## config.mk

```make
export PLATFORM = sky130hd
export DESIGN_NAME = rfc_cmd_exec
export DESIGN_NICKNAME = d
export VERILOG_FILES = /design/src/rfc_pkg.sv /design/src/rfc_cmd_exec.sv
export SDC_FILE = /design/constraint.sdc
export NUM_CORES = 1
export LEC_CHECK = 0
export BUFFER_PORTS_ARGS = -buffer_cell sky130_fd_sc_hd__buf_4
export CAP_MARGIN = 20
export CORE_MARGIN = 2
export CORE_UTILIZATION = 45
export CTS_CLUSTER_SIZE = 30
export DETAILED_ROUTE_END_ITERATION = 16
export RECOVER_POWER = 50
export SETUP_SLACK_MARGIN = 0.1
export SLEW_MARGIN = 40
export SYNTH_ARGS = -nofsm -noshare
export SYNTH_HDL_FRONTEND = slang
export SYNTH_SLANG_ARGS = --single-unit
```

## constraint.sdc

```tcl
create_clock -name core_clk -period 3.01 [get_ports core_clk]
set_input_delay 0.301 -clock core_clk [delete_from_list [all_inputs] [get_ports core_clk]]
set_output_delay 0.301 -clock core_clk [all_outputs]
set_load 0.005 [all_outputs]
```

## src/rfc_pkg.sv

```systemverilog
// package: constants for the reader command executor
package rfc_pkg;
  // command codes presented on the command port
  typedef enum logic [3:0] {
    RFC_CMD_NONE     = 4'h0,
    RFC_CMD_SQUELCH  = 4'h1,
    RFC_CMD_RST_GAIN = 4'h2,
    RFC_CMD_ADJ_REG  = 4'h3,
    RFC_CMD_CAL_MOD  = 4'h4,
    RFC_CMD_CAL_ANT  = 4'h5,
    RFC_CMD_MEAS_PH  = 4'h6,
    RFC_CMD_MEAS_SUP = 4'h7,
    RFC_CMD_CLR_RSSI = 4'h8,
    RFC_CMD_TRANSP   = 4'h9
  } rfc_cmd_t;

  typedef enum logic [3:0] {
    RFC_ST_IDLE    = 4'h0,
    RFC_ST_SQUELCH = 4'h1,
    RFC_ST_REG_SET = 4'h2,
    RFC_ST_REG_WT  = 4'h3,
    RFC_ST_CAL_MOD = 4'h4,
    RFC_ST_CAL_ANT = 4'h5,
    RFC_ST_ADC     = 4'h6,
    RFC_ST_DONE    = 4'h7,
    RFC_ST_TR_WAIT = 4'h8,
    RFC_ST_TRANSP  = 4'h9
  } rfc_state_t;

  // register offsets
  localparam logic [3:0] RFC_OFS_OPCTRL = 4'h0;
  localparam logic [3:0] RFC_OFS_REGCTL = 4'h1;
  localparam logic [3:0] RFC_OFS_RXCFG4 = 4'h2;
  localparam logic [3:0] RFC_OFS_MODDEP = 4'h3;
  localparam logic [3:0] RFC_OFS_ADCOUT = 4'h4;
  localparam logic [3:0] RFC_OFS_RSSI   = 4'h5;
  localparam logic [3:0] RFC_OFS_STATUS = 4'h6;
  localparam logic [3:0] RFC_OFS_CMD    = 4'h7;
  localparam logic [3:0] RFC_OFS_TRIM   = 4'h8;
  // field positions
  localparam int RFC_BIT_EN      = 7;
  localparam int RFC_BIT_RX_EN   = 6;
  localparam int RFC_BIT_TX_EN   = 3;
  localparam int RFC_BIT_REG_EXT = 7;
  localparam int RFC_BIT_SUP_HI  = 5;
  localparam int RFC_BIT_SUP_LO  = 4;
  // reset values
  localparam logic [7:0] RFC_RST_REGCTL = 8'h00;
  localparam logic [7:0] RFC_RST_MODDEP = 8'h00;
  localparam logic [7:0] RFC_REG_TOP    = 8'h0f;
  localparam logic [7:0] RFC_REG_MIN    = 8'h00;
  // supply selections
  localparam logic [1:0] RFC_SUP_MAIN = 2'h0;
  localparam logic [1:0] RFC_SUP_ANA  = 2'h1;
  localparam logic [1:0] RFC_SUP_DIG  = 2'h2;
  localparam logic [1:0] RFC_SUP_RF   = 2'h3;
  // times in ns and cycle counts at 4 ns
  localparam int RFC_CLK_NS      = 4;
  localparam int RFC_T_SQUELCH   = 500000;
  localparam int RFC_T_REG_STEP  = 300000;
  localparam int RFC_T_REG_MAX   = 5000000;
  localparam int RFC_T_CAL_MOD   = 275000;
  localparam int RFC_T_CAL_ANT   = 250000;
  localparam int RFC_T_ADC       = 25000;
  localparam int RFC_CYC_SQUELCH = RFC_T_SQUELCH / RFC_CLK_NS;
  localparam int RFC_CYC_REG_STEP = RFC_T_REG_STEP / RFC_CLK_NS;
  localparam int RFC_CYC_REG_MAX = RFC_T_REG_MAX / RFC_CLK_NS;
  localparam int RFC_CYC_CAL_MOD = RFC_T_CAL_MOD / RFC_CLK_NS;
  localparam int RFC_CYC_CAL_ANT = RFC_T_CAL_ANT / RFC_CLK_NS;
  localparam int RFC_CYC_ADC     = RFC_T_ADC / RFC_CLK_NS;
endpackage

```

## src/rfc_cmd_exec.sv

```systemverilog
// module: direct command executor for measurement and calibration commands
// Operation
// - squelch only with tx and rx on
// - squelch acts only while rx_on low
// - gain reset reloads gain, clears squelch
// - gain reset chainable, no interrupt
// - other commands need en and xtal_ok
// - regulator adjust starts rx tx, top level
// - every 300 us step down if margin short
// - stop at 250 mV margin or minimum
// - regulator adjust under 5 ms, interrupt
// - external regulator select rejects adjust
// - modulation depth trims to target, interrupt
// - antenna trim steps until resonance
// - phase measure relative mode, interrupt
// - phase code inverse, mid-scale at 90
// - rx_on rise clears rssi, starts peak
// - clear rssi restarts peak, chainable
// - transparent while select high after rise
// - supply measure chooses by select bits
// - supply via third divider, absolute mode
// - rx_on low holds rssi and agc
`timescale 1ns/10ps
module rfc_cmd_exec
  import rfc_pkg::*;
#(
  parameter int REG_MAX_CYC = RFC_CYC_REG_MAX,
  parameter int REG_STEP_CYC = RFC_CYC_REG_STEP,
  parameter int SQUELCH_CYC = RFC_CYC_SQUELCH,
  parameter int CAL_MOD_CYC = RFC_CYC_CAL_MOD,
  parameter int CAL_ANT_CYC = RFC_CYC_CAL_ANT
) (
  // clock and reset
  input wire logic core_clk,
  input wire logic rst,
  // register port
  input wire logic [3:0] reg_addr,
  input wire logic [7:0] reg_wdata,
  input wire logic reg_wr,
  input wire logic reg_rd,
  output logic [7:0] reg_rdata,
  // command strobe and completion
  input wire logic cmd_valid,
  input wire rfc_pkg::rfc_cmd_t cmd_code,
  output logic cmd_busy,
  output logic cmd_done_irq,
  // status inputs
  input wire logic xtal_ok,
  input wire logic rx_on,
  input wire logic spi_select,
  input wire logic supply_margin_ok,
  input wire logic tank_resonant,
  input wire logic [7:0] mod_depth_meas,
  input wire logic [7:0] adc_code,
  input wire logic [7:0] rssi_level,
  // analog controls
  output logic rx_force_on,
  output logic tx_force_on,
  output logic squelch_active,
  output logic agc_enable,
  output logic [7:0] gain_reduction,
  output logic [7:0] reg_setting,
  output logic [3:0] tuning_cap_pins,
  output logic phase_det_en,
  output logic adc_relative,
  output logic [1:0] adc_source,
  output logic transparent_mode
);
  import rfc_pkg::*;

  ////////////////////////////////////////////////////////////////////////////
  // register state
  logic [7:0] opctrl_q, regctl_q, rxcfg4_q, moddep_q, adcout_q, rssi_q;
  logic [3:0] trim_q;
  rfc_state_t st_q;
  logic [20:0] tmr_q, tot_q;
  logic [2:0] rx_sync_q, ss_sync_q;
  logic rx_f_q, ss_f_q, squelch_set_q;
  logic [1:0] adc_src_q;
  logic done_q, regmeas_q;

  // three-stage samplers, a change counts once stages two and three agree
  always_ff @(posedge core_clk) begin
    if (rst) begin
      rx_sync_q <= 3'h0;
      ss_sync_q <= 3'h0;
      rx_f_q <= 1'b0;
      ss_f_q <= 1'b0;
    end else begin
      rx_sync_q <= {rx_sync_q[1:0], rx_on};
      ss_sync_q <= {ss_sync_q[1:0], spi_select};
      if (rx_sync_q[1] == rx_sync_q[2]) rx_f_q <= rx_sync_q[2];
      if (ss_sync_q[1] == ss_sync_q[2]) ss_f_q <= ss_sync_q[2];
    end
  end
  wire rx_now = (rx_sync_q[1] == rx_sync_q[2]) ? rx_sync_q[2] : rx_f_q;
  wire ss_now = (ss_sync_q[1] == ss_sync_q[2]) ? ss_sync_q[2] : ss_f_q;
  wire rx_rise = rx_now & ~rx_f_q;
  wire ss_rise = ss_now & ~ss_f_q;

  ////////////////////////////////////////////////////////////////////////////
  // acceptance
  wire idle = (st_q == RFC_ST_IDLE);
  wire op_ok = opctrl_q[RFC_BIT_EN] & xtal_ok;
  function automatic logic cmd_ok(input rfc_cmd_t c);
    unique case (c)
      RFC_CMD_SQUELCH:  cmd_ok = opctrl_q[RFC_BIT_RX_EN] & opctrl_q[RFC_BIT_TX_EN];
      RFC_CMD_RST_GAIN: cmd_ok = op_ok;
      RFC_CMD_ADJ_REG:  cmd_ok = op_ok & ~regctl_q[RFC_BIT_REG_EXT];
      RFC_CMD_CAL_MOD, RFC_CMD_CAL_ANT, RFC_CMD_MEAS_PH,
      RFC_CMD_MEAS_SUP, RFC_CMD_CLR_RSSI, RFC_CMD_TRANSP: cmd_ok = op_ok;
      default: cmd_ok = 1'b0;
    endcase
  endfunction
  // rejected commands fall through with no effect
  wire take = cmd_valid & idle & cmd_ok(cmd_code);
  // gain reset is also taken while a squelch runs, so that it can abort it
  wire take_rg = cmd_valid & (idle | (st_q == RFC_ST_SQUELCH)) & op_ok &
                 (cmd_code == RFC_CMD_RST_GAIN);
  wire take_cr = take & (cmd_code == RFC_CMD_CLR_RSSI);

  ////////////////////////////////////////////////////////////////////////////
  // sequencer
  always_ff @(posedge core_clk) begin
    if (rst) begin
      st_q <= RFC_ST_IDLE;
      tmr_q <= 21'h0;
      tot_q <= 21'h0;
      adc_src_q <= 2'h0;
      done_q <= 1'b0;
    end else begin
      done_q <= 1'b0;
      tmr_q <= tmr_q + 21'h1;
      tot_q <= tot_q + 21'h1;
      unique case (st_q)
        RFC_ST_IDLE: begin
          tmr_q <= 21'h0;
          tot_q <= 21'h0;
          if (take) begin
            unique case (cmd_code)
              RFC_CMD_SQUELCH: if (!rx_now) st_q <= RFC_ST_SQUELCH;
              RFC_CMD_ADJ_REG: st_q <= RFC_ST_REG_SET;
              RFC_CMD_CAL_MOD: st_q <= RFC_ST_CAL_MOD;
              RFC_CMD_CAL_ANT: st_q <= RFC_ST_CAL_ANT;
              RFC_CMD_MEAS_PH: begin
                adc_src_q <= RFC_SUP_MAIN;
                st_q <= RFC_ST_ADC;
              end
              RFC_CMD_MEAS_SUP: begin
                adc_src_q <= {regctl_q[RFC_BIT_SUP_HI], regctl_q[RFC_BIT_SUP_LO]};
                st_q <= RFC_ST_ADC;
              end
              RFC_CMD_TRANSP: st_q <= RFC_ST_TR_WAIT;
              default: st_q <= RFC_ST_IDLE;
            endcase
          end
        end
        RFC_ST_SQUELCH: begin
          if (take_rg || tmr_q == 21'(SQUELCH_CYC - 1)) st_q <= RFC_ST_IDLE;
        end
        RFC_ST_REG_SET: begin
          tmr_q <= 21'h0;
          st_q <= RFC_ST_REG_WT;
        end
        RFC_ST_REG_WT: begin
          if (tmr_q == 21'(REG_STEP_CYC - 1)) begin
            tmr_q <= 21'h0;
            if (supply_margin_ok || reg_setting == RFC_REG_MIN) st_q <= RFC_ST_DONE;
          end
          if (tot_q >= 21'(REG_MAX_CYC - 2)) st_q <= RFC_ST_DONE;
        end
        RFC_ST_CAL_MOD: begin
          if (tmr_q == 21'(CAL_MOD_CYC - 2)) st_q <= RFC_ST_DONE;
        end
        RFC_ST_CAL_ANT: begin
          if (tank_resonant || tmr_q == 21'(CAL_ANT_CYC - 2)) st_q <= RFC_ST_DONE;
        end
        RFC_ST_ADC: begin
          if (tmr_q == 21'(RFC_CYC_ADC - 2)) st_q <= RFC_ST_DONE;
        end
        RFC_ST_DONE: begin
          done_q <= 1'b1;
          st_q <= RFC_ST_IDLE;
        end
        RFC_ST_TR_WAIT: if (ss_rise) st_q <= RFC_ST_TRANSP;
        RFC_ST_TRANSP: if (!ss_now) st_q <= RFC_ST_IDLE;
        default: st_q <= RFC_ST_IDLE;
      endcase
    end
  end

  ////////////////////////////////////////////////////////////////////////////
  // regulator setting, trims and converter result
  always_ff @(posedge core_clk) begin
    if (rst) begin
      reg_setting <= RFC_REG_TOP;
      trim_q <= 4'h0;
    end else if (st_q == RFC_ST_REG_SET) begin
      reg_setting <= RFC_REG_TOP;
    end else if (st_q == RFC_ST_REG_WT && tmr_q == 21'(REG_STEP_CYC - 1) &&
                 !supply_margin_ok && reg_setting != RFC_REG_MIN) begin
      reg_setting <= reg_setting - 8'h01;
    end else if (st_q == RFC_ST_CAL_ANT && !tank_resonant) begin
      trim_q <= trim_q + 4'h1;
    end
  end

  always_ff @(posedge core_clk) begin
    if (rst) begin
      opctrl_q <= 8'h00;
      regctl_q <= RFC_RST_REGCTL;
      rxcfg4_q <= 8'h00;
      moddep_q <= RFC_RST_MODDEP;
      adcout_q <= 8'h00;
    end else begin
      if (reg_wr && reg_addr == RFC_OFS_OPCTRL) opctrl_q <= reg_wdata;
      if (reg_wr && reg_addr == RFC_OFS_REGCTL) regctl_q <= reg_wdata;
      if (reg_wr && reg_addr == RFC_OFS_RXCFG4) rxcfg4_q <= reg_wdata;
      if (reg_wr && reg_addr == RFC_OFS_MODDEP) moddep_q <= reg_wdata;
      // result overwrites target at calibration end
      if (st_q == RFC_ST_CAL_MOD && tmr_q == 21'(CAL_MOD_CYC - 2))
        moddep_q <= mod_depth_meas;
      // converter code is already inverse phase or supply/3
      if (st_q == RFC_ST_ADC && tmr_q == 21'(RFC_CYC_ADC - 2))
        adcout_q <= adc_code;
    end
  end

  ////////////////////////////////////////////////////////////////////////////
  // squelch, gain and rssi
  always_ff @(posedge core_clk) begin
    if (rst) begin
      squelch_set_q <= 1'b0;
      gain_reduction <= 8'h00;
    end else begin
      if (take_rg) begin
        squelch_set_q <= 1'b0;
        gain_reduction <= rxcfg4_q;
      end else if (st_q == RFC_ST_SQUELCH) begin
        squelch_set_q <= 1'b1;
      end
    end
  end

  always_ff @(posedge core_clk) begin
    if (rst) begin
      rssi_q <= 8'h00;
    end else if (rx_rise || take_cr || take_rg) begin
      rssi_q <= 8'h00;
    end else if (rx_now && rssi_level > rssi_q) begin
      rssi_q <= rssi_level;
    end
  end

  ////////////////////////////////////////////////////////////////////////////
  // read port
  always_ff @(posedge core_clk) begin
    if (rst) begin
      reg_rdata <= 8'h00;
    end else if (reg_rd) begin
      unique case (reg_addr)
        RFC_OFS_OPCTRL: reg_rdata <= opctrl_q;
        RFC_OFS_REGCTL: reg_rdata <= regctl_q;
        RFC_OFS_RXCFG4: reg_rdata <= rxcfg4_q;
        RFC_OFS_MODDEP: reg_rdata <= moddep_q;
        RFC_OFS_ADCOUT: reg_rdata <= adcout_q;
        RFC_OFS_RSSI:   reg_rdata <= rssi_q;
        RFC_OFS_STATUS: reg_rdata <= {4'h0, st_q};
        RFC_OFS_TRIM:   reg_rdata <= {4'h0, trim_q};
        default:        reg_rdata <= 8'h00;
      endcase
    end else begin
      reg_rdata <= 8'h00;
    end
  end

  ////////////////////////////////////////////////////////////////////////////
  // outputs
  assign cmd_busy = ~idle;
  assign cmd_done_irq = done_q;
  assign rx_force_on = (st_q == RFC_ST_REG_SET) | (st_q == RFC_ST_REG_WT);
  assign tx_force_on = rx_force_on | (st_q == RFC_ST_CAL_MOD) | (st_q == RFC_ST_ADC &&
                       adc_relative);
  assign squelch_active = (st_q == RFC_ST_SQUELCH);
  assign agc_enable = rx_now & ~squelch_set_q;
  assign tuning_cap_pins = trim_q;
  assign phase_det_en = adc_relative;
  assign adc_relative = (st_q == RFC_ST_ADC) & (adc_src_q == RFC_SUP_MAIN) & ~regmeas_q;
  assign adc_source = adc_src_q;
  assign transparent_mode = (st_q == RFC_ST_TRANSP);

  always_ff @(posedge core_clk) begin
    if (rst) regmeas_q <= 1'b0;
    else if (take) regmeas_q <= (cmd_code == RFC_CMD_MEAS_SUP);
  end

  // cycles spent so far in the conversion state
  logic [12:0] adc_cyc_q;
  always_ff @(posedge core_clk) begin
    if (rst) adc_cyc_q <= 13'h0;
    else if (st_q == RFC_ST_ADC) adc_cyc_q <= adc_cyc_q + 13'h1;
    else adc_cyc_q <= 13'h0;
  end
endmodule

```

# == Word-level counts from Yosys, hierarchy flattened ==
# Index checks and enable logic that the tools add are counted.
# classes
multipliers,0
n_shift,0
mux,23
bitwise_logic,27
n_eq_ne,42
div,0
n_lt_le_gt_ge,2
add_sub_neg,4
reduce_logical,37
# ops
operator,n
$pmux W8 S8,1
$eq A21 B17 Y1 const B,3
$eq A4 B3 Y1 const B,11
$mux W4,11
$add A21 B1 Y21 const B,2
$pmux W21 S2,1
$pmux W4 S9,1
$eq A4 B2 Y1 const B,6
$pmux W4 S6,1
$eq A21 B13 Y1 const B,1
$eq A21 B16 Y1 const B,1
$ge A21 B21 Y1 const B,1
$mux W21,1
$eq A4 B4 Y1 const B,5
$mux W8,2
$and A1 B1 Y1,14
$reduce_or A2 Y1,7
$eq A4 B1 Y1 const B,3
$logic_and A1 B1 Y1,12
$reduce_and A10 Y1,1
$ne A3 B3 Y1 const B,3
$not A1 Y1,9
$gt A8 B8 Y1,1
$logic_not A4 Y1,2
other kinds (17),35
# word_totals
n_memories,0
out_inout_bits,39
latchBits,0
mem_bits_rw,0
regBits,135
romBits,0

# == Logic depth before layout (Yosys ltp) ==
# Gate-level depths: netlist of run 1.
# depth
word_depth,8
ltp_mapped,9
mapped_depth_nobuf,9

# == Worst setup path after synthesis of run 1 ==
# Ideal clock, no wire load.
# synth_timing
path_type,reg-to-reg
from,register tmr_q[1]
to,register reg_setting[6]
t_arrival_ns,2.092
setup_slack_ns,0.802
path_stages_with_launch,10
setup_ns,0.115
t_required_ns,2.895
n_path_buf,1
synth_period_minus_slack_ns,2.208
path_cell_list,dfxtp_1 > ha_1 > nand2_1 > or4_4 > or4_4 > buf_6 > nor3_4 > nand3_2 > xor2_1 > nor2_1
# synth_between
elab_chain_cells,4
# synth_lines
element,line,text
from (decl),rfc_cmd_exec.sv:76,"logic [20:0] tmr_q, tot_q;"
from (signal assigned),rfc_cmd_exec.sv:133,tmr_q <= tmr_q + 21'h1;
$eq A21 B17 Y1,rfc_cmd_exec.sv:200,end else if (st_q == RFC_ST_REG_WT && tmr_q == 21'(REG_STEP_CYC - 1) &&
$logic_and A1 B1 Y1 (2 in a row),rfc_cmd_exec.sv:200,
$logic_and A1 B1 Y1,rfc_cmd_exec.sv:201,!supply_margin_ok && reg_setting != RFC_REG_MIN) begin
to (signal assigned),rfc_cmd_exec.sv:202,reg_setting <= reg_setting - 8'h01;
to (decl),rfc_cmd_exec.sv:62,"output logic [7:0] reg_setting,"
# Every way passes these cells.
# A chain may end at the register's enable or synchronous reset.

# == Worst setup path after layout of run 1 ==
# layout_timing
from,input rst
to,register tot_q[7]
# layout_between
elab_chain_cells,1
# layout_lines
element,line,text
from (decl),rfc_cmd_exec.sv:35,"input wire logic rst,"
$reduce_or A2 Y1 (no line),-,
to (signal assigned),rfc_cmd_exec.sv:134,tot_q <= tot_q + 21'h1;
to (decl),rfc_cmd_exec.sv:76,
# Every way passes these cells.

==> impl_metrics.yaml, run 1 <==
setup_path:
  slowest_stage: "clkbuf_2"
  cp-start-kind: "primary input"
  crit_family: "buffers and inverters"
  crit_type: "primary input to flop"
  worstSetupEndpointType: "flop"
  crit_fanout: 69
  r2r_start: "tmr_q[6]"
  path_cells: "clkbuf_2 > inv_1 > nand2_1 > nor2_1"
  crit_start: "rst"
  critPathArrivalTime_ns: 2.79
  cp_slowest_stage_delay_ns: 1.06
  required_ns: 3.28
  path_buf_inv: 2
power_and_ir_drop:
  peakVddDrop_uv: 348
  power_mw: 4.07
  p_leak_nw: 3.09
  p_per_area_mw_per_mm2: 518
status:
  failed_checks: "max-capacitance violations, max-slew violations"
  status: "finished, violations left"
job:
  drv_cap: 1
grt:
  antenna_found_initial: 0
  grt_usage_pct: 21.9
  grt_pass1_wl_um: 27200
  grt_start_max_net_pins: 70
  grt_pass1_vias: 5285
  grt-ovfl-total: 0
timing:
  period_needed_ns: 2.51
  hold_viol: 0
  fin_crit_sh_pct: 83.5
  clock_skew_ns: 0.00385
  rsz0062_at_grt: "no"
  slew_headroom_pct: -0.899
  setup_tns_ns: 0
  setup_viol: 0
  worst_pin_slew_ns: 1.51
  timing.fmax_ghz: 0.398
  maxSlewViolCount: 70
placed_design:
  portBuffers: 88
  dp.cells: 980
  hpwlAfterDp_um: 12300
  routabilityCongestion: 0.914
drt:
  drc: 0
  via_per_inst: 5.42
  dr_wl_met3_um: 697
  wl_met1_um: 7810
  drt-initial-drc-count: 454
  wl_um: 16700
  dr.pass1.iters: 5
  wl_per_cell_um: 16.5
  vias: 5481
  postRouteAntennaNets: 0
  route.met2.wl_um: 7950
  dr.max_layer_used: "met4"
yosys:
  syn_area_per_cell_sq_um: 8.79
  ys.flop_type: "dfxtp_1"
  async_reset_ff_share_pct: 0
  syn_area_sq_mm: 0.00651
  seq_area_frac_synth_pct: 41.5
  ys_warn_count: 0
  synth_fp_nets: 807
  synth-edff-count: 0
  synth_seq_cells: 135
  yosysUniqueCellTypes: 65
  synth_cells: 741
finish:
  stdcell_count: 1012
  drive_gt1_share_pct: 16.3
  diodes: 0
  area_delta_synth_final_pct: 20.7
  post-route-util_pct: 56.2
  finish.net_count: 885
cts:
  cts_tree: "done"
  htreeDepth: 4
  insertion_delay_ns: 0.42
  cts_num_sinks: 135
  post_cts_buffers: 0
  cts.root.buffer_cell: "clkbuf_16"
  ctsHoldBuffers: 0
  clockBufferDepth: 2
  clkSlewWorstSetupHoldPaths_ns: 0.05
  cts_buffers: 17
  post_cts_resize_count: 0
floorplanning:
  io_pins: 89
  die_h_um: 124
  start_util_pct: 46.5
  dieArea_sq_mm: 0.0154
  die_w_um: 124
  rows: 43
  core_sq_mm: 0.0140
worst_hold_path:
  hold_path_startpoint: "spi_select"
  worstHoldPathType: "primary input to flop"
-- flip-flops by register name, indices dropped and copies added, names as in the netlist --
signal / count
opctrl_q: 8
regctl_q: 8
rssi_q: 8
adc_source: 2
regmeas_q: 1
reg_setting: 8
st_q: 4
reg_rdata: 8
rx_sync_q: 3
ss_f_q: 1
ss_sync_q: 3
tmr_q: 21
squelch_set_q: 1
rx_f_q: 1
tuning_cap_pins: 4
cmd_done_irq: 1
moddep_q: 8
adcout_q: 8
tot_q: 21
gain_reduction: 8
rxcfg4_q: 8
-- logic make-up after synthesis --
family                   synth area share, %
buffers and inverters                   3.27
flip-flops                              41.5
AND/OR/NAND/NOR                         24.7
multiplexers                            13.3
XOR/XNOR                                5.52
AO/OA/AOI/OAI                           8.63
adder cells (fa/ha/maj)                 3.07
-- synthesized netlist by cell type, types with 9 or more instances --
library cell	instances	area share, %
nor4_1	9	0.86
nor2b_1	13	1.2
xor2_1	27	3.6
clkbuf_1	23	1.3
nor3_1	11	0.85
o21ai_0	17	1.3
a21oi_1	28	2.2
xnor2_1	14	1.9
inv_1	22	1.3
and3_1	12	1.2
ha_1	16	3.1
mux2i_1	73	11
a211oi_1	9	1.0
nand2_1	52	3.0
nand4_1	10	0.96
dfxtp_1	135	42
nor2_1	141	8.1
nand3_1	24	1.8
-- final timing paths --
| path | to | slack [ns] | cells past startpoint |
|---|---|---|---|
| worst min-delay path | ss_sync_q[0] | 0.1 | 2 |
| worst max register to register | moddep_q[5] | 0.61 | 5 |
| worst min register to register | rx_sync_q[1] | 0.44 | 1 |
| worst max-delay path | tot_q[7] | 0.50 | 4 |
-- worst reg2reg max path, delay by kind of cell (launching register included) --
kind	cells	cell delay, ns
AO/OA/AOI/OAI	1	0.07
flip-flops	1	0.37
AND/OR/NAND/NOR	4	1.76
-- stage by stage --
step	instance area, sq um	setup WS, ns	hold WS (ns)
2_1_floorplan	6510	0.802	0.414
3_3_place_gp	7280	0.678	0.425
3_5_place_dp	7280	0.615	0.424
5_1_grt	7860	0.268	0.0972
6_report	7860	0.497	0.0985
4_1_cts	7880	0.492	0.0878
-- where the power goes --
group | internal (mW) | switching (mW)
sequential | 1.80 | 0.00579
clock | 1.36 | 0.741
combinational | 0.0764 | 0.0972
-- layout by cell type (no fill, tap or decap), types with 17 or more instances in the layout --
| cell | Yosys | routed |
|---|---|---|
| nor2_1 | 141 | 141 |
| xor2_1 | 27 | 27 |
| a21oi_1 | 28 | 28 |
| nand3_1 | 24 | 24 |
| clkbuf_16 | 0 | 17 |
| mux2i_1 | 73 | 73 |
| o21ai_0 | 17 | 17 |
| clkbuf_4 | 0 | 30 |
| buf_4 | 1 | 54 |
| nand2_1 | 52 | 52 |
| inv_1 | 22 | 22 |
| dfxtp_1 | 135 | 135 |
-- final cells by class --
type                       instances  area (sq um)
clock buffer                      22           474
clock inverter                    10           125
fill                            1288          6130
inverter                          22          82.6
multi-input combinational        553          3600
sequential                       135          2700
tap                              180           225
timing repair buffer              90           654
-- per-layer routing --
| layer | GRT usage (%) | up-vias |
|---|---|---|
| li1 | - | 2738 |
| met1 | 28.5 | 2604 |
| met2 | 36.0 | 118 |
| met3 | 4.60 | 21 |
| met4 | 7.60 | 0 |
| met5 | 0 | - |
(Power assumes the default switching activity.)
==> inputs of run 2 (changes only) <==
PLACE_DENSITY = 0.67   (was default)
clock period = 2 ns   (was 3.01 ns; I/O delays follow)
==> run 2 against run 1 <==
Net effect: the flow finishes with violations (negative setup slack); clock skew is 0.0087 ns higher; via count is 9.6% higher; core utilization is 8.4 points higher; final cell count is 8.5% higher; largest power group unchanged; global-route usage is 1.3 points higher; critical path type is now flop to flop; routed wire length is 9.5% higher; critical endpoint is now reg_setting[5]; clock power is 60% higher.
==> impl_metrics.yaml, run 2 (same netlist as run 1, synthesis figures left out) <==
cts:
  clkSlewWorstSetupHoldPaths_ns: 0.06
  clockBufferDepth: 2
  cts.root.buffer_cell: "clkbuf_16"
  cts_tree: "done"
  cts_num_sinks: 135
  insertion_delay_ns: 0.43
  cts_buffers: 17
  htreeDepth: 4
power_and_ir_drop:
  p_leak_nw: 3.69
  p_per_area_mw_per_mm2: 708
  peakVddDrop_uv: 576
grt:
  met2_usage_pct: 37.0
  top_usage_layer: "met2"
  met3_usage_pct: 6.14
  grt_start_max_net_pins: 60
  grt-ovfl-total: 0
  use_met1_pct: 30.1
  grt_pass1_vias: 5736
  grt_usage_pct: 23.2
  grt_pass1_wl_um: 28800
  antenna_found_initial: 0
placed_design:
  hpwlAfterDp_um: 12900
  dp.cells: 1044
  dp_slack_ns: -0.189
  routabilityCongestion: 0.884
  portBuffers: 88
finish:
  layout_commonest_cell: "buf_4"
  final_cell_mix: "buf_4 (160), nor2_1 (129), dfxtp_1 (120)"
  regArea_sq_mm: 0.00272
  stdcell_count: 1098
  multiInputGateArea_sq_mm: 0.00396
  fill_cells: 1135
  area_delta_synth_final_pct: 38.8
  diodes: 0
  finish.net_count: 971
  drive_gt1_share_pct: 31.9
  reg_top3: "tmr_q: 21 flops, tot_q: 21 flops"
timing:
  rsz0062_at_grt: "yes"
  period_needed_ns: 2.23
  maxSlewViolCount: 0
  setup_viol: 12
  slew_headroom_pct: 54.6
  fin_crit_sh_pct: 112
  timing.fmax_ghz: 0.448
  clock_skew_ns: 0.0126
  setup_tns_ns: -1.73
  hold_viol: 0
  worst_pin_slew_ns: 0.678
  final.setup.worst_slack_ns: -0.233
floorplanning:
  core_sq_mm: 0.0140
  die_h_um: 124
  dieArea_sq_mm: 0.0154
  die_w_um: 124
  rows: 43
  start_util_pct: 46.5
  io_pins: 89
worst_hold_path:
  worstHoldPathType: "primary input to flop"
setup_path:
  worstSetupEndpointType: "flop"
  cp-start-kind: "flop"
  required_ns: 2.32
  critPathArrivalTime_ns: 2.55
  crit_type: "flop to flop"
  crit_fanout: 4
job:
  drv_cap: 0
drt:
  drt-initial-drc-count: 370
  postRouteAntennaNets: 0
  wl_um: 18300
  wl_per_cell_um: 16.7
  drc: 0
  vias: 6009
  dr.pass1.iters: 5
  via_per_inst: 5.47
status:
  failed_checks: "negative setup slack"
  status: "finished, violations left"
[run 2: changes by cell type in the layout (fill, tap and decap cells not counted), moves of 8 or more]
cell	delta
dfxtp_1	-15
clkbuf_4	-30
nor2_4	+10
a211oi_2	+8
buf_4	+106
a211oi_1	-8
nor2_1	-12
dfxtp_2	+14
buf_6	+12
[run 2: path summary, 6_finish.rpt]
| check | from | end | slack [ns] | depth (start not counted) |
|---|---|---|---|---|
| max | tmr_q[1] | reg_setting[5] | -0.23 | 8 |
| min | adc_code[4] | adcout_q[4] | 0.02 | 3 |
| max reg2reg | tmr_q[1] | reg_setting[5] | -0.23 | 8 |
| min reg2reg | ss_sync_q[0] | ss_sync_q[1] | 0.43 | 1 |
[run 2: final cells by class]
class | instances | area share, %
tap | 180 | 2.49
sequential | 135 | 30.1
timing repair buffer | 176 | 15.6
inverter | 22 | 0.914
multi-input combinational | 553 | 43.8
clock inverter | 14 | 2.29
clock buffer | 18 | 4.75
[run 2: what timing repair did]
| item | in CTS | in global routing |
|---|---|---|
| pin swaps | 13 | 20 |
| endpoints found under the setup margin | 44 | 67 |
| gates resized for setup | 51 | 35 |
| hold endpoints to repair | 1 | 0 |
| setup buffers | 6 | 15 |
| hold buffers | 1 | 0 |
| cloned | 1 | 0 |
[run 2: stage by stage]
step / util, % / area [sq um] / power, mW / hold slack [ns]
4_1_cts: 62.7 / 8770 / 6.41 / 0.0150
6_report: 64.6 / 9030 / 6.40 / 0.0184
3_5_place_dp: 56.2 / 7870 / 3.05 / 0.423
2_1_floorplan: - / 6600 / 2.90 / 0.328
5_1_grt: 64.6 / 9030 / 6.58 / 0.0132
3_3_place_gp: 56.2 / 7870 / 3.05 / 0.414
[run 2: report_power, final]
group,switching [mW],leakage (nW),internal [mW]
sequential,0.00831,1.10,2.70
clock,1.17,0.305,2.20
combinational,0.170,2.29,0.147
[run 2: routing by layer]
layer  up-vias  share of wire, %
li1       2918                 -
met1      2864                45
met2       200                47
met3        27               6.0
met4         0               1.9
met5         -                 0
[run 2: worst max-delay path: stages, from the launching register on]
cell	delay (ns)
dfxtp_4	0.36
ha_4	0.14
nand2_2	0.05
or4_4	0.49
or4_4	0.57
nor3_4	0.19
nand2_1	0.10
xor2_1	0.18
nor2_1	0.07
==> inputs of run 3 (changes only) <==
CAP_MARGIN = default   (was 20)
CTS_BUF_LIST = sky130_fd_sc_hd__clkbuf_8 sky130_fd_sc_hd__clkbuf_16   (was default)
==> run 3 against run 2 <==
Net effect: the flow still finishes with violations (negative setup slack); critical path depth unchanged; setup slack worse by 0.0021 ns; clock power about the same; global-route usage unchanged; power about the same; maximum frequency about the same; first-iteration DRC count unchanged; sequential share of layout area unchanged; die area unchanged; via count up 0.20%; design area unchanged.
==> impl_metrics.yaml, run 3 (same netlist as run 1, synthesis figures left out) <==
timing:
  timing.fmax_ghz: 0.447
  final.setup.worst_slack_ns: -0.235
  setup_tns_ns: -1.75
  rsz0062_at_grt: "yes"
  hold_viol: 0
  fin_crit_sh_pct: 112
  worst_pin_slew_ns: 0.678
  clock_skew_ns: 0.0105
  setup_viol: 12
  slew_headroom_pct: 54.6
  period_needed_ns: 2.24
  maxSlewViolCount: 0
setup_path:
  required_ns: 2.32
  cp-start-kind: "flop"
  reg2reg_depth: 8
  worst_r2r_endpoint: "reg_setting[5]"
  rrSetupSlack_ns: -0.24
  critPathArrivalTime_ns: 2.55
  crit_type: "flop to flop"
  worstSetupEndpointType: "flop"
  crit_fanout: 4
  r2r_start: "tmr_q[1]"
finish:
  layout_commonest_cell: "buf_4"
  post-route-util_pct: 64.6
  area_delta_synth_final_pct: 38.8
  fill_cells: 1135
  final_cell_mix: "buf_4 (160), nor2_1 (129), dfxtp_1 (120)"
  drive_gt1_share_pct: 31.9
  reg_top3: "tmr_q: 21 flops, tot_q: 21 flops"
  diodes: 0
  regArea_sq_mm: 0.00272
  multiInputGateArea_sq_mm: 0.00396
  finish.net_count: 971
drt:
  wl_um: 18300
  via_per_inst: 5.48
  vias: 6021
  drc: 0
  drt-initial-drc-count: 370
  postRouteAntennaNets: 0
  dr.pass1.iters: 5
  wl_per_cell_um: 16.7
placed_design:
  hpwlAfterDp_um: 12900
  portBuffers: 88
  routabilityCongestion: 0.884
power_and_ir_drop:
  netSwitchingPower_mw: 1.35
  peakVddDrop_uv: 579
  p_leak_nw: 3.70
  seq_power_share_pct: 42.4
  swShare_pct: 21.1
  p_per_area_mw_per_mm2: 707
  p_int_mw: 5.04
  pwr-share-clk_pct: 52.6
  power_frac_comb_pct: 5.0
  power_mw: 6.39
cts:
  cts_tree: "done"
  insertion_delay_ns: 0.43
  clkSlewWorstSetupHoldPaths_ns: 0.06
  clockBufferDepth: 2
  cts_num_sinks: 135
  cts_buffers: 17
  htreeDepth: 4
  cts.root.buffer_cell: "clkbuf_16"
worst_hold_path:
  worstHoldPathType: "primary input to flop"
  hold_path_startpoint: "adc_code[4]"
  min_to: "adcout_q[4]"
  min_delay_path_depth: 3
grt:
  grt_pass1_vias: 5736
  grt_pass1_wl_um: 28800
  grt_usage_pct: 23.2
  grt-ovfl-total: 0
  antenna_found_initial: 0
  grt_start_max_net_pins: 60
floorplanning:
  io_pins: 89
  core_sq_mm: 0.0140
  rows: 43
  dieArea_sq_mm: 0.0154
  die_w_um: 124
  die_h_um: 124
  start_util_pct: 46.5
status:
  failed_checks: "negative setup slack"
  status: "finished, violations left"
job:
  drv_cap: 0
-- run 3: cell count changes in the layout (fill, tap and decap cells not counted), sizes merged --
| cell | before | now |
|---|---|---|
| clkbuf | 18 | 17 |
| inv | 22 | 23 |
-- run 3: cell type report --
type                            instances  share of cell area [%]
Multi-Input combinational cell        553                    43.8
Timing Repair Buffer                  176                    15.6
Clock buffer                           17                    4.71
Sequential cell                       135                    30.1
Inverter                               22                   0.914
Tap cell                              180                    2.49
Clock inverter                         15                    2.33
-- run 3: through the flow --
step / setup WS [ns] / hold slack (ns) / cells / cell area (sq um)
floorplan: -0.135 / 0.328 / 741 / 6600
global placement: -0.130 / 0.414 / 1044 / 7870
detailed placement: -0.189 / 0.423 / 1044 / 7870
CTS: -0.168 / 0.0150 / 1084 / 8770
global route: -0.315 / 0.0132 / 1098 / 9030
finish: -0.235 / 0.0186 / 1098 / 9030
-- run 3: worst max-delay path, cell delays in order (launching register included) --
cell	delay, ns
dfxtp_4	0.36
ha_4	0.14
nand2_2	0.05
or4_4	0.49
or4_4	0.57
nor3_4	0.19
nand2_1	0.10
xor2_1	0.18
nor2_1	0.07
-- run 3: how the worst max path moves through the flow --
stage              start              to  slack [ns]
2_1_floorplan   tmr_q[1]  reg_setting[6]       -0.14
3_3_place_gp    tmr_q[1]  reg_setting[5]       -0.13
3_5_place_dp   tmr_q[17]  reg_setting[4]       -0.19
4_1_cts         tmr_q[1]  reg_setting[4]       -0.17
5_1_grt         tmr_q[1]  reg_setting[5]       -0.32
6_report        tmr_q[1]  reg_setting[5]       -0.24
-- run 3: timing repair --
item,4_1_cts,5_1_grt
pin swaps,13,20
endpoints found under the hold margin,1,0
setup buffers,6,15
endpoints found under the setup margin,44,67
hold buffers,1,0
resized for setup,51,35
gates cloned,1,0
-- run 3: routing by layer --
metal	vias to the layer above	share of wire, %	track usage, %
li1	2918	-	-
met1	2870	45	30.1
met2	203	47	37.0
met3	30	6.2	6.14
met4	0	1.9	8.59
met5	-	0	0
-- run 3: power groups by stage --
stage	sequential (mW)	clock, mW	combinational (mW)
6_report	2.71	3.36	0.317
5_1_grt	2.71	3.52	0.339
4_1_cts	2.71	3.40	0.296
3_5_place_dp	2.77	0	0.283
3_3_place_gp	2.77	0	0.277
2_1_floorplan	2.77	0	0.135
